## src/rgcta_map.vh

```
// Constants for the relay general configuration and trip assignment block.
// Included by the design files; holds definitions only.
`ifndef RGCTA_MAP_VH
`define RGCTA_MAP_VH
// Setting selectors on the write port.
`define RGCTA_SEL_UNIT_ID 3'h0
`define RGCTA_SEL_LINE_FREQ 3'h1
`define RGCTA_SEL_PHASE_SEQ 3'h2
`define RGCTA_SEL_TIME_SYNC 3'h3
`define RGCTA_SEL_BKR_COUNT 3'h4
`define RGCTA_SEL_TC_PER_BKR 3'h5
`define RGCTA_SEL_MON_MASK 3'h6
`define RGCTA_SEL_GROUP 3'h7
// Write sources.
`define RGCTA_SRC_KEYPAD 2'h0
`define RGCTA_SRC_SERIAL 2'h1
`define RGCTA_SRC_CONTACT 2'h2
// Limits and encodings.
`define RGCTA_UNIT_ID_MAX 14'h270F
`define RGCTA_FREQ_50 7'h32
`define RGCTA_FREQ_60 7'h3C
// Reset values.
`define RGCTA_RST_UNIT_ID 14'h0000
`define RGCTA_RST_FREQ_60 1'h1
`define RGCTA_RST_PHASE_SEQ 1'h0
`define RGCTA_RST_TIME_SYNC 1'h0
`define RGCTA_RST_BKR_TWO 1'h0
`define RGCTA_RST_TC_TWO 1'h0
`define RGCTA_RST_MON_MASK 4'h0
`define RGCTA_RST_GROUP 2'h0
// Clock rate and trip-drop supervision window.
`define RGCTA_CLK_HZ 10000000
`define RGCTA_DROP_WINDOW_US 1000
`define RGCTA_DROP_CYCLES ((`RGCTA_DROP_WINDOW_US * (`RGCTA_CLK_HZ / 1000000)))
`endif

```

## src/rgcta_config.v

```verilog
// General configuration store and trip output mapping of a protection relay.
// Assumes one-cycle write strobes from keypad or serial front ends on CLK_I.
// Behaviour
// - Unit identifier is held as a value 0 to 9999.
// - Serial session opens only with a matching unit identifier.
// - Unit identifier changes accepted only from the keypad.
// - Line frequency accepts only 50 or 60 hertz.
// - New line frequency stays pending until power re-initialisation.
// - Phase sequence is forward or reverse, used to label faulted phases.
// - Time sync 0 free-runs locally, 1 disciplines from IRIG-B input.
// - One breaker: commands drive breaker one outputs only.
// - Two breakers: commands carry selector choosing breaker one or two.
// - Trip outputs map to coils by breaker count and circuits per breaker.
// - One breaker, one circuit releases trip outputs two to four.
// - Outputs three and four trip only for two breakers with two circuits.
// - Manual trip from keypad or serial when enabled, via the mapping.
// - Monitored output with absent voltage while not tripping records an open circuit event.
// - Open trip circuit optionally closes an alarm output.
// - Trip without voltage drop raises alarm; a drop raises none.
// - Monitoring selectable per output regardless of trip assignment.
// - Monitor mask bit three is output four, bit zero output one.
// - Four setting groups, chosen by keypad, serial or contacts.
// - General settings apply the same whatever group is active.
`timescale 1ns/1ps
`include "rgcta_map.vh"
module rgcta_config #(
  parameter DROP_CYCLES = `RGCTA_DROP_CYCLES
)(
  input wire CLK_I,
  input wire RST_B_I,
  input wire POWER_INIT_I,
  input wire WR_I,
  input wire [1:0] WR_SRC_I,
  input wire [2:0] WR_SEL_I,
  input wire [13:0] WR_DATA_I,
  input wire SESSION_REQ_I,
  input wire [13:0] SESSION_ID_I,
  input wire MANUAL_TRIP_EN_I,
  input wire TRIP_CMD_I,
  input wire CLOSE_CMD_I,
  input wire CMD_FROM_SERIAL_I,
  input wire CMD_BKR_SEL_I,
  input wire PROT_TRIP_I,
  input wire [3:0] LOGIC_OUT_I,
  input wire [3:0] VOLT_OK_I,
  input wire ALARM_EN_I,
  input wire IRIG_PULSE_I,
  input wire LOCAL_TICK_I,
  input wire FAULT_PHASE_A_I,
  input wire FAULT_PHASE_C_I,
  output reg WR_ACK_O,
  output reg WR_REJECT_O,
  output reg SESSION_OPEN_O,
  output reg [13:0] UNIT_ID_O,
  output reg FREQ_60_O,
  output reg FREQ_PENDING_60_O,
  output reg PHASE_REVERSE_O,
  output reg TIME_SYNC_IRIG_O,
  output reg BKR_TWO_O,
  output reg TC_TWO_O,
  output reg [3:0] MON_MASK_O,
  output reg [1:0] ACTIVE_GROUP_O,
  output reg [3:0] TRIP_OUT_O,
  output reg [3:0] TRIP_ASSIGNED_O,
  output reg [1:0] CLOSE_OUT_O,
  output reg TIME_TICK_O,
  output reg [1:0] FAULT_LABEL_O,
  output reg [3:0] OPEN_EVENT_O,
  output reg [3:0] NO_DROP_ALARM_O,
  output reg ALARM_O
);
  wire [3:0] open_event;
  wire [3:0] open_level;
  wire [3:0] no_drop;
  reg [3:0] next_trip;
  reg [3:0] next_assigned;
  reg [3:0] coil_first;
  reg [3:0] coil_second;
  reg next_ok;
  wire manual_trip;
  wire cmd_bkr_two;

  ////////////////////////////////////////////////////////////////////////////
  // Write validation: only legal values for each selector get through.
  always @*
  begin
    next_ok = 1'b0;
    case (WR_SEL_I)
      `RGCTA_SEL_UNIT_ID:
        next_ok = (WR_SRC_I == `RGCTA_SRC_KEYPAD) &&
          (WR_DATA_I <= `RGCTA_UNIT_ID_MAX);
      `RGCTA_SEL_LINE_FREQ:
        next_ok = (WR_DATA_I == {7'h00, `RGCTA_FREQ_50}) ||
          (WR_DATA_I == {7'h00, `RGCTA_FREQ_60});
      `RGCTA_SEL_PHASE_SEQ, `RGCTA_SEL_TIME_SYNC:
        next_ok = (WR_DATA_I[13:1] == 13'h0000);
      `RGCTA_SEL_BKR_COUNT, `RGCTA_SEL_TC_PER_BKR:
        next_ok = (WR_DATA_I == 14'h0001) || (WR_DATA_I == 14'h0002);
      `RGCTA_SEL_MON_MASK:
        next_ok = (WR_DATA_I[13:4] == 10'h000);
      `RGCTA_SEL_GROUP:
        next_ok = (WR_DATA_I[13:2] == 12'h000);
      default:
        next_ok = 1'b0;
    endcase
  end

  ////////////////////////////////////////////////////////////////////////////
  // Setting store. General settings are kept apart from the group select so
  // a group change never touches them.
  always @(posedge CLK_I or negedge RST_B_I)
  begin
    if (!RST_B_I)
    begin
      WR_ACK_O <= 1'b0;
      WR_REJECT_O <= 1'b0;
      UNIT_ID_O <= `RGCTA_RST_UNIT_ID;
      FREQ_60_O <= `RGCTA_RST_FREQ_60;
      FREQ_PENDING_60_O <= `RGCTA_RST_FREQ_60;
      PHASE_REVERSE_O <= `RGCTA_RST_PHASE_SEQ;
      TIME_SYNC_IRIG_O <= `RGCTA_RST_TIME_SYNC;
      BKR_TWO_O <= `RGCTA_RST_BKR_TWO;
      TC_TWO_O <= `RGCTA_RST_TC_TWO;
      MON_MASK_O <= `RGCTA_RST_MON_MASK;
      ACTIVE_GROUP_O <= `RGCTA_RST_GROUP;
    end
    else
    begin
      WR_ACK_O <= WR_I && next_ok;
      WR_REJECT_O <= WR_I && !next_ok;
      if (POWER_INIT_I)
        FREQ_60_O <= FREQ_PENDING_60_O;
      if (WR_I && next_ok)
      begin
        case (WR_SEL_I)
          `RGCTA_SEL_UNIT_ID: UNIT_ID_O <= WR_DATA_I;
          `RGCTA_SEL_LINE_FREQ: FREQ_PENDING_60_O <= (WR_DATA_I[6:0] == `RGCTA_FREQ_60);
          `RGCTA_SEL_PHASE_SEQ: PHASE_REVERSE_O <= WR_DATA_I[0];
          `RGCTA_SEL_TIME_SYNC: TIME_SYNC_IRIG_O <= WR_DATA_I[0];
          `RGCTA_SEL_BKR_COUNT: BKR_TWO_O <= WR_DATA_I[1];
          `RGCTA_SEL_TC_PER_BKR: TC_TWO_O <= WR_DATA_I[1];
          `RGCTA_SEL_MON_MASK: MON_MASK_O <= WR_DATA_I[3:0];
          `RGCTA_SEL_GROUP: ACTIVE_GROUP_O <= WR_DATA_I[1:0];
          default: ACTIVE_GROUP_O <= ACTIVE_GROUP_O;
        endcase
      end
    end
  end

  ////////////////////////////////////////////////////////////////////////////
  // Coil map: which outputs drive each breaker's first and second coils.
  assign cmd_bkr_two = BKR_TWO_O && CMD_BKR_SEL_I;
  assign manual_trip = MANUAL_TRIP_EN_I && TRIP_CMD_I;
  always @*
  begin
    coil_first = 4'h0;
    coil_second = 4'h0;
    case ({BKR_TWO_O, TC_TWO_O})
      2'h0:
      begin
        coil_first = 4'h1;
        coil_second = 4'h0;
      end
      2'h1:
      begin
        coil_first = 4'h3;
        coil_second = 4'h0;
      end
      2'h2:
      begin
        coil_first = 4'h1;
        coil_second = 4'h2;
      end
      2'h3:
      begin
        coil_first = 4'h3;
        coil_second = 4'hC;
      end
      default:
      begin
        coil_first = 4'h1;
        coil_second = 4'h0;
      end
    endcase
    next_assigned = coil_first | coil_second;
    next_trip = 4'h0;
    if (PROT_TRIP_I)
      next_trip = next_assigned;
    if (manual_trip)
      next_trip = next_trip | (cmd_bkr_two ? coil_second : coil_first);
    // Released outputs are handed to the programmable logic.
    next_trip = next_trip | (LOGIC_OUT_I & ~next_assigned);
  end

  ////////////////////////////////////////////////////////////////////////////
  // Outputs, session gate, time base and fault labelling.
  always @(posedge CLK_I or negedge RST_B_I)
  begin
    if (!RST_B_I)
    begin
      TRIP_OUT_O <= 4'h0;
      TRIP_ASSIGNED_O <= 4'h1;
      CLOSE_OUT_O <= 2'h0;
      SESSION_OPEN_O <= 1'b0;
      TIME_TICK_O <= 1'b0;
      FAULT_LABEL_O <= 2'h0;
      OPEN_EVENT_O <= 4'h0;
      NO_DROP_ALARM_O <= 4'h0;
      ALARM_O <= 1'b0;
    end
    else
    begin
      TRIP_OUT_O <= next_trip;
      TRIP_ASSIGNED_O <= next_assigned;
      CLOSE_OUT_O <= {CLOSE_CMD_I && cmd_bkr_two, CLOSE_CMD_I && !cmd_bkr_two};
      // A session holds only while requested with the right identifier.
      SESSION_OPEN_O <= SESSION_REQ_I && (SESSION_ID_I == UNIT_ID_O);
      TIME_TICK_O <= TIME_SYNC_IRIG_O ? IRIG_PULSE_I : LOCAL_TICK_I;
      // Label bit 1 marks the lagging-phase name swapped for reverse rotation.
      FAULT_LABEL_O <= PHASE_REVERSE_O ? {FAULT_PHASE_C_I, FAULT_PHASE_A_I}
        : {FAULT_PHASE_A_I, FAULT_PHASE_C_I};
      OPEN_EVENT_O <= open_event;
      NO_DROP_ALARM_O <= no_drop;
      ALARM_O <= (ALARM_EN_I && (|open_level)) || (|no_drop);
    end
  end

  ////////////////////////////////////////////////////////////////////////////
  // One supervisor per output, gated only by its own mask bit.
  genvar g;
  generate
    for (g = 0; g < 4; g = g + 1)
    begin : mon
      rgcta_trip_mon #(
        .DROP_CYCLES(DROP_CYCLES)
      ) u_mon (
        .clk_i(CLK_I),
        .rst_b_i(RST_B_I),
        .enable_i(MON_MASK_O[g]),
        .trip_i(TRIP_OUT_O[g]),
        .volt_ok_i(VOLT_OK_I[g]),
        .open_event_o(open_event[g]),
        .open_level_o(open_level[g]),
        .no_drop_alarm_o(no_drop[g])
      );
    end
  endgenerate
endmodule

```

## src/rgcta_trip_mon.v

```verilog
// One trip circuit supervisor for a single trip output.
// Assumes a synchronous voltage-present input and a trip drive from the same clock.
`timescale 1ns/1ps
`include "rgcta_map.vh"
module rgcta_trip_mon #(
  parameter DROP_CYCLES = 10000
)(
  input wire clk_i,
  input wire rst_b_i,
  input wire enable_i,
  input wire trip_i,
  input wire volt_ok_i,
  output reg open_event_o,
  output reg open_level_o,
  output reg no_drop_alarm_o
);
  reg trip_d;
  reg [15:0] drop_cnt;
  reg waiting;

  ////////////////////////////////////////////////////////////////////////////
  // Open circuit is judged only while not tripping, since a closed contact
  // also shows no voltage. A trip that fails to collapse the voltage within
  // the window means the trip contact is stuck and never closed.
  always @(posedge clk_i or negedge rst_b_i)
  begin
    if (!rst_b_i)
    begin
      trip_d <= 1'b0;
      drop_cnt <= 16'h0000;
      waiting <= 1'b0;
      open_event_o <= 1'b0;
      open_level_o <= 1'b0;
      no_drop_alarm_o <= 1'b0;
    end
    else
    begin
      trip_d <= trip_i;
      open_event_o <= 1'b0;
      no_drop_alarm_o <= 1'b0;
      if (!enable_i || trip_i)
        open_level_o <= 1'b0;
      else
      begin
        open_level_o <= !volt_ok_i;
        if (!volt_ok_i && !open_level_o)
          open_event_o <= 1'b1;
      end
      if (enable_i && trip_i && !trip_d)
      begin
        waiting <= volt_ok_i;
        drop_cnt <= DROP_CYCLES[15:0];
      end
      else if (waiting)
      begin
        if (!volt_ok_i || !trip_i)
          waiting <= 1'b0;
        else if (drop_cnt == 16'h0001)
        begin
          waiting <= 1'b0;
          no_drop_alarm_o <= 1'b1;
        end
        else
          drop_cnt <= drop_cnt - 16'h0001;
      end
    end
  end
endmodule

```

## config.mk

```make
export PLATFORM = sky130hd
export DESIGN_NAME = rgcta_config
export DESIGN_NICKNAME = d
export VERILOG_FILES = /design/src/rgcta_config.v /design/src/rgcta_trip_mon.v
export VERILOG_INCLUDE_DIRS = /design/src
export SDC_FILE = /design/constraint.sdc
export NUM_CORES = 1
export LEC_CHECK = 0
export BUFFER_PORTS_ARGS = -buffer_cell sky130_fd_sc_hd__buf_2
export CORE_MARGIN = 10
export CORE_UTILIZATION = 35
export DETAILED_ROUTE_END_ITERATION = 16
export SKIP_CTS_REPAIR_TIMING = 1
export SLEW_MARGIN = 20
export SYNTH_ARGS = -nofsm -noshare
export SYNTH_HDL_FRONTEND = slang
export SYNTH_SLANG_ARGS = --single-unit
```

## constraint.sdc

```tcl
create_clock -name CLK_I -period 2.85 [get_ports CLK_I]
set_input_delay 0.855 -clock CLK_I [delete_from_list [all_inputs] [get_ports CLK_I]]
set_output_delay 0.855 -clock CLK_I [all_outputs]
set_load 0.005 [all_outputs]
```

==> qor.txt, run 1 <==
status -> complete, no violations
RSZ-0062 raised after global routing -> false
Synth top area share -> 52.0%
Clock Path Buffers -> 2
Yosys top cell by area -> dfrtp_1
cts bufs inserted -> 17
fraction of power consumed by sequential logic -> 43.0%
H-tree Lvls -> 4
worst-margin pin slew -> 902 ps
Fin. Hold Viols -> 0
DR vias -> 4927
Post-Syn Area -> 6310 sq um
max-slew violation count -> 0
Clock Latency Late Sink -> 430 ps
Die W -> 154 um
clock root cell -> clkbuf_16
Port Buf Inserts -> 104
Setup crit end kind -> register
remaining routing DRC violations -> 0
FFs w/ async S/R, synth -> 100%
Reg2Reg Setup Slack -> 280 ps
Post-Place Cells -> 912
DRT iter0 DRCs -> 208
Synth cell types -> 63
DR WL/cell -> 16.1 um
skew final -> 7.81 ps
most frequent cells in the layout -> 131 x dfrtp_1, 103 x buf_2, 60 x nor2_1, 41 x nand2_1, 39 x xnor2_1
Worst VDD drop -> 0.000419 V
utilization after layout -> 43.4%
NetSw -> 993 uW
Slowest cell on crit path -> or4b_2
final antenna-violating net count -> 0
first-pass GRT wire length -> 25900 um
final setup violation count -> 0
critical path buffer and inverter count -> 1
crit path kind -> in2reg
Avg Inst Size Synth -> 10.7 sq um
#FFs+latches synth -> 133
CTS Sinks -> 133
WHS -> 346 ps
crit path cell chain -> buf_2 > or4_1 > or4b_2 > nor2_1 > nand3_1 > mux2_2
die footprint -> 23800 sq um
Leak Pwr -> 3.49 nW
Syn Inst Count -> 589
Final Critical Period -> 2570 ps
final non-filler cell total -> 944
initial antenna violation count -> 0
drt pass-1 iters -> 4
CTS tree -> done
top_reg_cell synth -> dfrtp_1
EDFF count, synth -> 0
synth-to-layout area growth -> 22.7%
switching share of power -> 21.6%
Post-Place Cell Area -> 7100 sq um
vias in the first global route -> 5257
die height -> 154 um
yosys warns -> 0
largest net degree at the start of global routing -> 57
setup TNS -> 0 ps
num rows -> 49
nets -> 767
post-detail-place hpwl -> 11200 um
Initial Util -> 35.4%
Max Clk Rate -> 0.389 GHz
number of max-cap violations -> 0
Worst setup SP type -> input port
commonest non-fill, non-tap cell in the layout -> dfrtp_1
sequential share of the synthesized area -> 52.8%
Syn Nets -> 654
relative slew slack -> 39.7%
Reg clk slew, reported paths -> 60 ps
Tcrit/Tclk final -> 90.2%
Top-Level Pins -> 108
grt total ovfl -> 0
Vias/cell -> 5.22
clock power share -> 51.5%
kind of cell adding the most delay to the critical path -> simple AND/OR/NAND/NOR gates
layout cell share with drive strength beyond 1 -> 27.4%
CP arrival -> 2880 ps
GPL Wtd Cong -> 0.820
HP Class -> reg2reg
Cell Pwr Density -> 593 nW/um^2
ANT cells -> 0
Crit path largest cell delay -> 670 ps
setup ws final -> 279 ps
Total Power -> 4.59 mW
pre-CTS WS -> -145 ps
main area contributors after synthesis -> dfrtp_1 52%, xnor2_1 5.4%, mux2_2 5.0%
worst-path fanout max -> 4
GRT Util Overall -> 13.1%
combinational power share -> 5.5%
Int Power -> 3.60 mW
post-route cell area -> 7740 sq um
total wire length -> 15200 um
Worst EP required -> 3160 ps
core area -> 17800 sq um
==> final timing paths <==
check,startpoint,endpoint,cells past startpoint
min in group asynchronous,RST_B_I,TRIP_ASSIGNED_O[2],1
worst min register to register,mon[2].u_mon.open_event_o,OPEN_EVENT_O[2],0
max in group asynchronous,RST_B_I,mon[1].u_mon.drop_cnt[14],2
worst max-delay path,WR_DATA_I[11],MON_MASK_O[1],6
worst min-delay path,mon[2].u_mon.open_event_o,OPEN_EVENT_O[2],0
worst max register to register,mon[2].u_mon.drop_cnt[2],mon[2].u_mon.drop_cnt[10],5
==> flip-flops by register name, summed over array words and instances, names as in the netlist, 2 cells and up <==
| register | count |
|---|---|
| FAULT_LABEL_O | 2 |
| CLOSE_OUT_O | 2 |
| TRIP_OUT_O | 4 |
| OPEN_EVENT_O | 4 |
| UNIT_ID_O | 14 |
| mon.u_mon.drop_cnt | 64 |
| NO_DROP_ALARM_O | 4 |
| MON_MASK_O | 4 |
| mon.u_mon.open_event_o | 4 |
| mon.u_mon.open_level_o | 4 |
| TRIP_ASSIGNED_O | 2 |
| mon.u_mon.waiting | 4 |
| ACTIVE_GROUP_O | 2 |
| mon.u_mon.trip_d | 4 |
| mon.u_mon.no_drop_alarm_o | 4 |
==> cells by family after synthesis <==
group                    synth area share (%)
AND/OR/NAND/NOR                          21.2
flip-flops                               52.8
other                                  0.0594
AO/OA/AOI/OAI                            8.05
multiplexers                             5.31
XOR/XNOR                                 7.91
adder cells (fa/ha/maj)                  1.59
buffers and inverters                    3.11
==> per-layer routing <==
metal	GRT usage [%]	up-vias	wire (um)
met2	21.0	136	7300
met1	15.7	2426	6670
met4	4.63	0	256
met5	0	-	0
li1	-	2337	-
met3	4.96	28	961
==> power groups by stage <==
stage	logic, mW	clock network [mW]	registers (mW)
after floorplan	0.0958	0	2.00
after CTS	0.260	2.42	1.97
after global routing	0.282	2.51	1.98
final	0.253	2.36	1.97
after global placement	0.253	0	2.00
after detailed placement	0.260	0	2.00
==> synth_stat cells, types with 6 or more instances <==
library cell,instances
a211oi_1,6
a21oi_1,15
and3_1,7
buf_4,10
clkbuf_1,11
dfrtp_1,131
ha_1,8
inv_1,13
mux2_2,28
nand2_1,41
nand3_1,17
nand4_1,7
nor2_1,60
nor2b_1,8
nor3_1,13
nor3b_1,6
nor4_1,25
o211ai_1,10
o21ai_0,17
or2_2,6
or3_1,15
or4_1,11
xnor2_1,39
xor2_1,18
==> final cells by class <==
class                      count  area (sq um)
clock buffer                  22           474
timing repair buffer         119           652
tap                          229           287
multi-input combinational    418          2780
inverter                      13          48.8
sequential                   133          3330
fill                        1688         10100
clock inverter                10           169
Note: power is estimated with default switching activity, not from simulation.
==> run 2, diff against run 1 <==
--- a/config.mk
+++ b/config.mk
@@ -8,8 +8,9 @@
 export LEC_CHECK = 0
 export BUFFER_PORTS_ARGS = -buffer_cell sky130_fd_sc_hd__buf_2
 export CORE_MARGIN = 10
-export CORE_UTILIZATION = 35
+export CORE_UTILIZATION = 50
 export DETAILED_ROUTE_END_ITERATION = 16
+export PLACE_DENSITY = 0.72
 export SKIP_CTS_REPAIR_TIMING = 1
 export SLEW_MARGIN = 20
 export SYNTH_ARGS = -nofsm -noshare
==> run 2 against run 1 <==
Fmax shrank 1.8%; global-route usage increased by 4.5 points; cell area is 0.26% higher; wire length is 1.5% lower; cell count down 6.1%; first-iteration DRC count increased by 52%; sequential cell count unchanged; combinational power about the same; worst setup slack worse by 46 ps; sequential share of layout area shrank 0.11 points; die area decreased by 26%; highest routed layer unchanged; sequential power about the same.
==> qor.txt, run 2 (synthesized netlist as in run 1, its figures left out) <==
crit path cell chain -> buf_2 > or4_1 > or4b_2 > nor2_1 > nand3_1 > mux2_2
crit path kind -> in2reg
Cell Pwr Density -> 625 nW/um^2 (+5.4%)
Worst EP required -> 3150 ps (about the same)
GPL Wtd Cong -> 0.867 (+5.7%)
Worst VDD drop -> 0.000515 V (+23%)
Setup crit end kind -> register
CP arrival -> 2920 ps (+40 ps)
fraction of power consumed by sequential logic -> 40.6% (-2.4 points)
relative slew slack -> 40.7% (+1.1 points)
Leak Pwr -> 3.55 nW (+1.8%)
setup ws final -> 233 ps (-46.2 ps)
kind of cell adding the most delay to the critical path -> simple AND/OR/NAND/NOR gates
Worst setup SP type -> input port
Top-Level Pins -> 108 (unchanged)
Final Critical Period -> 2620 ps (+46.2 ps)
vias in the first global route -> 5259 (+0.038%)
num rows -> 40 (-18%)
DR WL/cell -> 16.9 um (+4.9%)
nets -> 770 (+0.39%)
Slowest cell on crit path -> or4b_2
pre-CTS WS -> -151 ps (-6.40 ps)
Total Power -> 4.85 mW (+5.7%)
cts bufs inserted -> 17 (unchanged)
max-slew violation count -> 0 (unchanged)
Max Clk Rate -> 0.382 GHz (-1.8%)
H-tree Lvls -> 4 (unchanged)
post-detail-place hpwl -> 10900 um (-2.9%)
Port Buf Inserts -> 104 (unchanged)
worst-margin pin slew -> 886 ps (-16.2 ps)
remaining routing DRC violations -> 0 (unchanged)
RSZ-0062 raised after global routing -> false
initial antenna violation count -> 0 (unchanged)
DRT iter0 DRCs -> 316 (+52%)
grt total ovfl -> 0 (unchanged)
Clock Path Buffers -> 2 (unchanged)
die height -> 132 um (-14%)
final setup violation count -> 0 (unchanged)
status -> complete, no violations
drt pass-1 iters -> 5 (+1)
Reg clk slew, reported paths -> 50 ps (about the same)
Die W -> 132 um (-14%)
GRT Util Overall -> 17.6% (+4.5 points)
total wire length -> 15000 um (-1.5%)
die footprint -> 17500 sq um (-26%)
NetSw -> 947 uW (-4.6%)
critical path buffer and inverter count -> 1 (unchanged)
layout cell share with drive strength beyond 1 -> 27.7% (+0.30 points)
post-route cell area -> 7760 sq um (+0.26%)
worst-path fanout max -> 4 (unchanged)
max reg flops -> 64 (unchanged)
Largest regs -> mon.u_mon.drop_cnt (64), UNIT_ID_O (14)
number of max-cap violations -> 0 (unchanged)
HP Class -> reg2reg
Reg with most FFs -> mon.u_mon.drop_cnt
Initial Util -> 51.9% (+17 points)
Fin. Hold Viols -> 0 (unchanged)
final antenna-violating net count -> 0 (unchanged)
Int Power -> 3.90 mW (+8.5%)
Post-Place Cell Area -> 7050 sq um (-0.76%)
combinational power share -> 5.2% (-0.3 points)
Tcrit/Tclk final -> 91.8% (+1.6 points)
switching share of power -> 19.5% (-2.1 points)
DR vias -> 4967 (+0.81%)
clock power share -> 54.2% (+2.7 points)
CTS tree -> done
Clock Latency Late Sink -> 420 ps (about the same)
Crit path largest cell delay -> 720 ps (+50 ps)
first-pass GRT wire length -> 25400 um (-1.9%)
clock root cell -> clkbuf_16
most frequent cells in the layout -> 131 x dfrtp_1, 103 x buf_2, 60 x nor2_1, 41 x nand2_1, 39 x xnor2_1
commonest non-fill, non-tap cell in the layout -> dfrtp_1
skew final -> 5.78 ps (-2.03 ps)
core area -> 12200 sq um (-32%)
ANT cells -> 0 (unchanged)
largest net degree at the start of global routing -> 75 (+32%)
WHS -> 349 ps (+2.93 ps)
CTS Sinks -> 133 (unchanged)
synth-to-layout area growth -> 23.0%
Vias/cell -> 5.61 (+7.4%)
run 2: layer usage:
metal / wire [um] / GRT usage, %
met1: 6260 / 20.2
met2: 7280 / 28.8
met3: 1040 / 6.48
met4: 381 / 7.40
met5: 0 / 0
run 2: final timing paths:
check	slack, ps	start	end	depth (start not counted)
max in group asynchronous	1720	RST_B_I	MON_MASK_O[1]	2
setup / recovery	230	WR_DATA_I[11]	MON_MASK_O[2]	6
hold / removal	350	mon[0].u_mon.open_event_o	OPEN_EVENT_O[0]	0
min in group asynchronous	450	RST_B_I	mon[2].u_mon.drop_cnt[10]	1
hold reg to reg	350	mon[0].u_mon.open_event_o	OPEN_EVENT_O[0]	0
setup reg to reg	300	mon[2].u_mon.drop_cnt[5]	mon[2].u_mon.drop_cnt[10]	5
run 2: power by group through the flow:
stage	Combinational (mW)	Sequential, mW	Clock [mW]
after global routing	0.282	1.98	2.73
after global placement	0.250	2.00	0
after floorplan	0.0958	2.00	0
after CTS	0.259	1.97	2.66
after detailed placement	0.257	2.00	0
final	0.252	1.97	2.63
run 2: area by class of cell:
class                           count  area [sq um]
Clock buffer                       24           502
Fill cell                         946          4400
Multi-Input combinational cell    418          2780
Clock inverter                      8           215
Timing Repair Buffer              122           674
Tap cell                          168           210
Inverter                           13          48.8
Sequential cell                   133          3330
run 2: through the flow:
| step | util, % | TNS (ps) | std cells |
|---|---|---|---|
| finish | 63.8 | 0 | 886 |
| global route | 63.8 | 0 | 886 |
| CTS | 63.8 | 0 | 886 |
| detailed placement | 57.9 | -754 | 854 |
| global placement | 57.9 | -481 | 854 |
| floorplan | - | 0 | 589 |
==> run 3, diff against run 2 <==
--- a/config.mk
+++ b/config.mk
@@ -10,9 +10,11 @@
 export CORE_MARGIN = 10
 export CORE_UTILIZATION = 50
 export DETAILED_ROUTE_END_ITERATION = 16
+export HOLD_SLACK_MARGIN = 0.02
 export PLACE_DENSITY = 0.72
 export SKIP_CTS_REPAIR_TIMING = 1
 export SLEW_MARGIN = 20
 export SYNTH_ARGS = -nofsm -noshare
 export SYNTH_HDL_FRONTEND = slang
+export SYNTH_HIERARCHICAL = 1
 export SYNTH_SLANG_ARGS = --single-unit
==> run 3 against run 2 <==
Hold slack worse by 7.5 ps; via count is 9.3% higher; total power is 0.13% higher; cell area increased by 4.2%; clock skew up 5.4 ps; combinational power increased by 17%.
==> qor.txt, run 3 <==
cts bufs inserted -> 17 (unchanged)
max-slew violation count -> 0 (unchanged)
HP Class -> reg2reg
nets -> 790 (+2.6%)
Syn Inst Count -> 610 (+3.6%)
relative slew slack -> 57.0% (+16 points)
ANT cells -> 0 (unchanged)
Avg Inst Size Synth -> 10.9 sq um (+1.7%)
top_reg_cell synth -> dfrtp_1
commonest non-fill, non-tap cell in the layout -> dfrtp_1
number of max-cap violations -> 0 (unchanged)
Leak Pwr -> 3.64 nW (+2.4%)
H-tree Lvls -> 4 (unchanged)
Synth cell types -> 60 (-4.8%)
Post-Place Cells -> 882 (+3.3%)
grt total ovfl -> 0 (unchanged)
setup TNS -> 0 ps (unchanged)
post-detail-place hpwl -> 12100 um (+11%)
die footprint -> 18300 sq um (+4.5%)
final antenna-violating net count -> 0 (unchanged)
die height -> 135 um (+2.2%)
sequential share of the synthesized area -> 50.1% (-2.7 points)
num rows -> 42 (+5.0%)
first-pass GRT wire length -> 27000 um (+6.4%)
most common cell in the netlist -> dfrtp_1
Worst VDD drop -> 0.000404 V (-22%)
Cell Pwr Density -> 600 nW/um^2 (-3.9%)
Worst setup SP type -> input port
remaining routing DRC violations -> 0 (unchanged)
Synth top area share -> 49.3% (-2.6 points)
Setup crit end kind -> register
Top-Level Pins -> 108 (unchanged)
Die W -> 135 um (+2.2%)
crit path kind -> in2reg
drt pass-1 iters -> 5 (unchanged)
core area -> 13100 sq um (+8.0%)
Reg clk slew, reported paths -> 60 ps (about the same)
CTS tree -> done
GRT Util Overall -> 18.2% (+0.69 points)
DRT iter0 DRCs -> 371 (+17%)
Clock Path Buffers -> 2 (unchanged)
total wire length -> 16400 um (+9.9%)
Worst EP required -> 3150 ps (about the same)
EDFF count, synth -> 0 (unchanged)
most frequent cells in the layout -> 131 x dfrtp_1, 103 x buf_2, 45 x a21oi_1, 35 x or4_1, 32 x o31ai_1
vias in the first global route -> 5486 (+4.3%)
skew final -> 11.2 ps (+5.41 ps)
final setup violation count -> 0 (unchanged)
filler cell count in the final layout -> 1040 (+9.9%)
Reg with most FFs -> mon.u_mon/drop_cnt
worst-path fanout max -> 3 (-1)
top cells by count, synth -> 131 x dfrtp_1, 45 x a21oi_1, 35 x or4_1
DR vias -> 5430 (+9.3%)
layout cell share with drive strength beyond 1 -> 28.0% (+0.33 points)
Port Buf Inserts -> 104 (unchanged)
clock root cell -> clkbuf_16
largest net degree at the start of global routing -> 59 (-21%)
GPL Wtd Cong -> 0.838 (-3.3%)
RSZ-0062 raised after global routing -> false
Max Clk Rate -> 0.440 GHz (+15%)
Vias/cell -> 5.94 (+6.0%)
synth-to-layout area growth -> 21.7%
worst-margin pin slew -> 639 ps (-246 ps)
status -> complete, no violations
Fin. Hold Viols -> 0 (unchanged)
Largest regs -> mon.u_mon/drop_cnt (64), UNIT_ID_O (14)
max reg flops -> 64 (unchanged)
Final Critical Period -> 2270 ps (-346 ps)
Tcrit/Tclk final -> 79.7% (-12 points)
Post-Syn Area -> 6650 sq um (+5.4%)
Yosys top cell by area -> dfrtp_1
Clock Latency Late Sink -> 420 ps (about the same)
initial antenna violation count -> 1 (+1)
Syn Nets -> 675 (+3.2%)
FFs w/ async S/R, synth -> 100% (unchanged)
DR WL/cell -> 18.0 um (+6.6%)
CTS Sinks -> 133 (unchanged)
CP arrival -> 2570 ps (-350 ps)
#FFs+latches synth -> 133 (unchanged)
final non-filler cell total -> 914 (+3.2%)
yosys warns -> 6 (+6)
main area contributors after synthesis -> dfrtp_1 49%, or4_1 4.0%, o31ai_1 3.6%
Initial Util -> 50.6% (-1.3 points)
-- run 3: layout make-up --
cell class | instances | area (sq um) | area share (%)
clock buffers | 18 | 439 | 5.43
clock inverters | 14 | 255 | 3.16
inverters | 10 | 37.5 | 0.464
multi-input cells | 446 | 3170 | 39.2
flip-flops and latches | 133 | 3330 | 41.2
well taps | 176 | 220 | 2.72
repair buffers | 117 | 637 | 7.87
-- run 3: metal layers --
metal | GRT usage, % | wire length [um] | vias to the layer above
met1 | 22.2 | 7260 | 2661
li1 | - | - | 2570
met4 | 7.48 | 318 | 2
met5 | 0 | 13 | -
met2 | 28.6 | 7740 | 171
met3 | 6.94 | 1110 | 26
-- run 3: through the flow --
step	utilization [%]	total power [mW]	worst slack, ps	instance area (sq um)	hold WS [ps]
floorplan	-	2.15	439	6650	331
global placement	56.3	2.32	208	7390	333
detailed placement	56.3	2.32	150	7390	335
CTS	61.6	4.91	603	8090	344
global route	61.6	5.03	413	8090	354
finish	61.6	4.86	578	8090	342
-- run 3: worst max-delay path: stages --
cell	delay (ps)
buf_2	110
nor4_1	460
nor3b_1	380
nor4bb_1	320
nand3_1	120
mux2_1	320
-- run 3: cells by family (layout without fill, tap and decap cells) --
family | Yosys count | after routing | synth area share, %
simple gates | 259 | 259 | 24.9
compound gates | 130 | 130 | 13.1
flops | 133 | 133 | 50.1
mux | 34 | 34 | 6.21
xor+xnor | 14 | 14 | 1.84
buf+inv | 31 | 159 | 2.24
fa+ha+maj | 8 | 8 | 1.51
other cells | 1 | 1 | 0.0564
-- run 3: path summary, 6_finish.rpt --
check                                     startpoint                  endpoint  slack (ps)  cells past startpoint
max in group asynchronous                    RST_B_I         FREQ_PENDING_60_O        1730                      2
max                                    WR_DATA_I[10]                 BKR_TWO_O         580                      6
min reg2reg                mon[2].u_mon/open_event_o           OPEN_EVENT_O[2]         340                      0
min                        mon[2].u_mon/open_event_o           OPEN_EVENT_O[2]         340                      0
max reg2reg                 mon[1].u_mon/drop_cnt[1]  mon[1].u_mon/drop_cnt[5]         700                      6
min in group asynchronous                    RST_B_I  mon[1].u_mon/drop_cnt[7]         410                      1
-- run 3: where the power goes --
group          internal, mW  switching, mW
clock network          1.75          0.820
registers              1.94         0.0548
logic                 0.149          0.145
total                  3.84           1.02
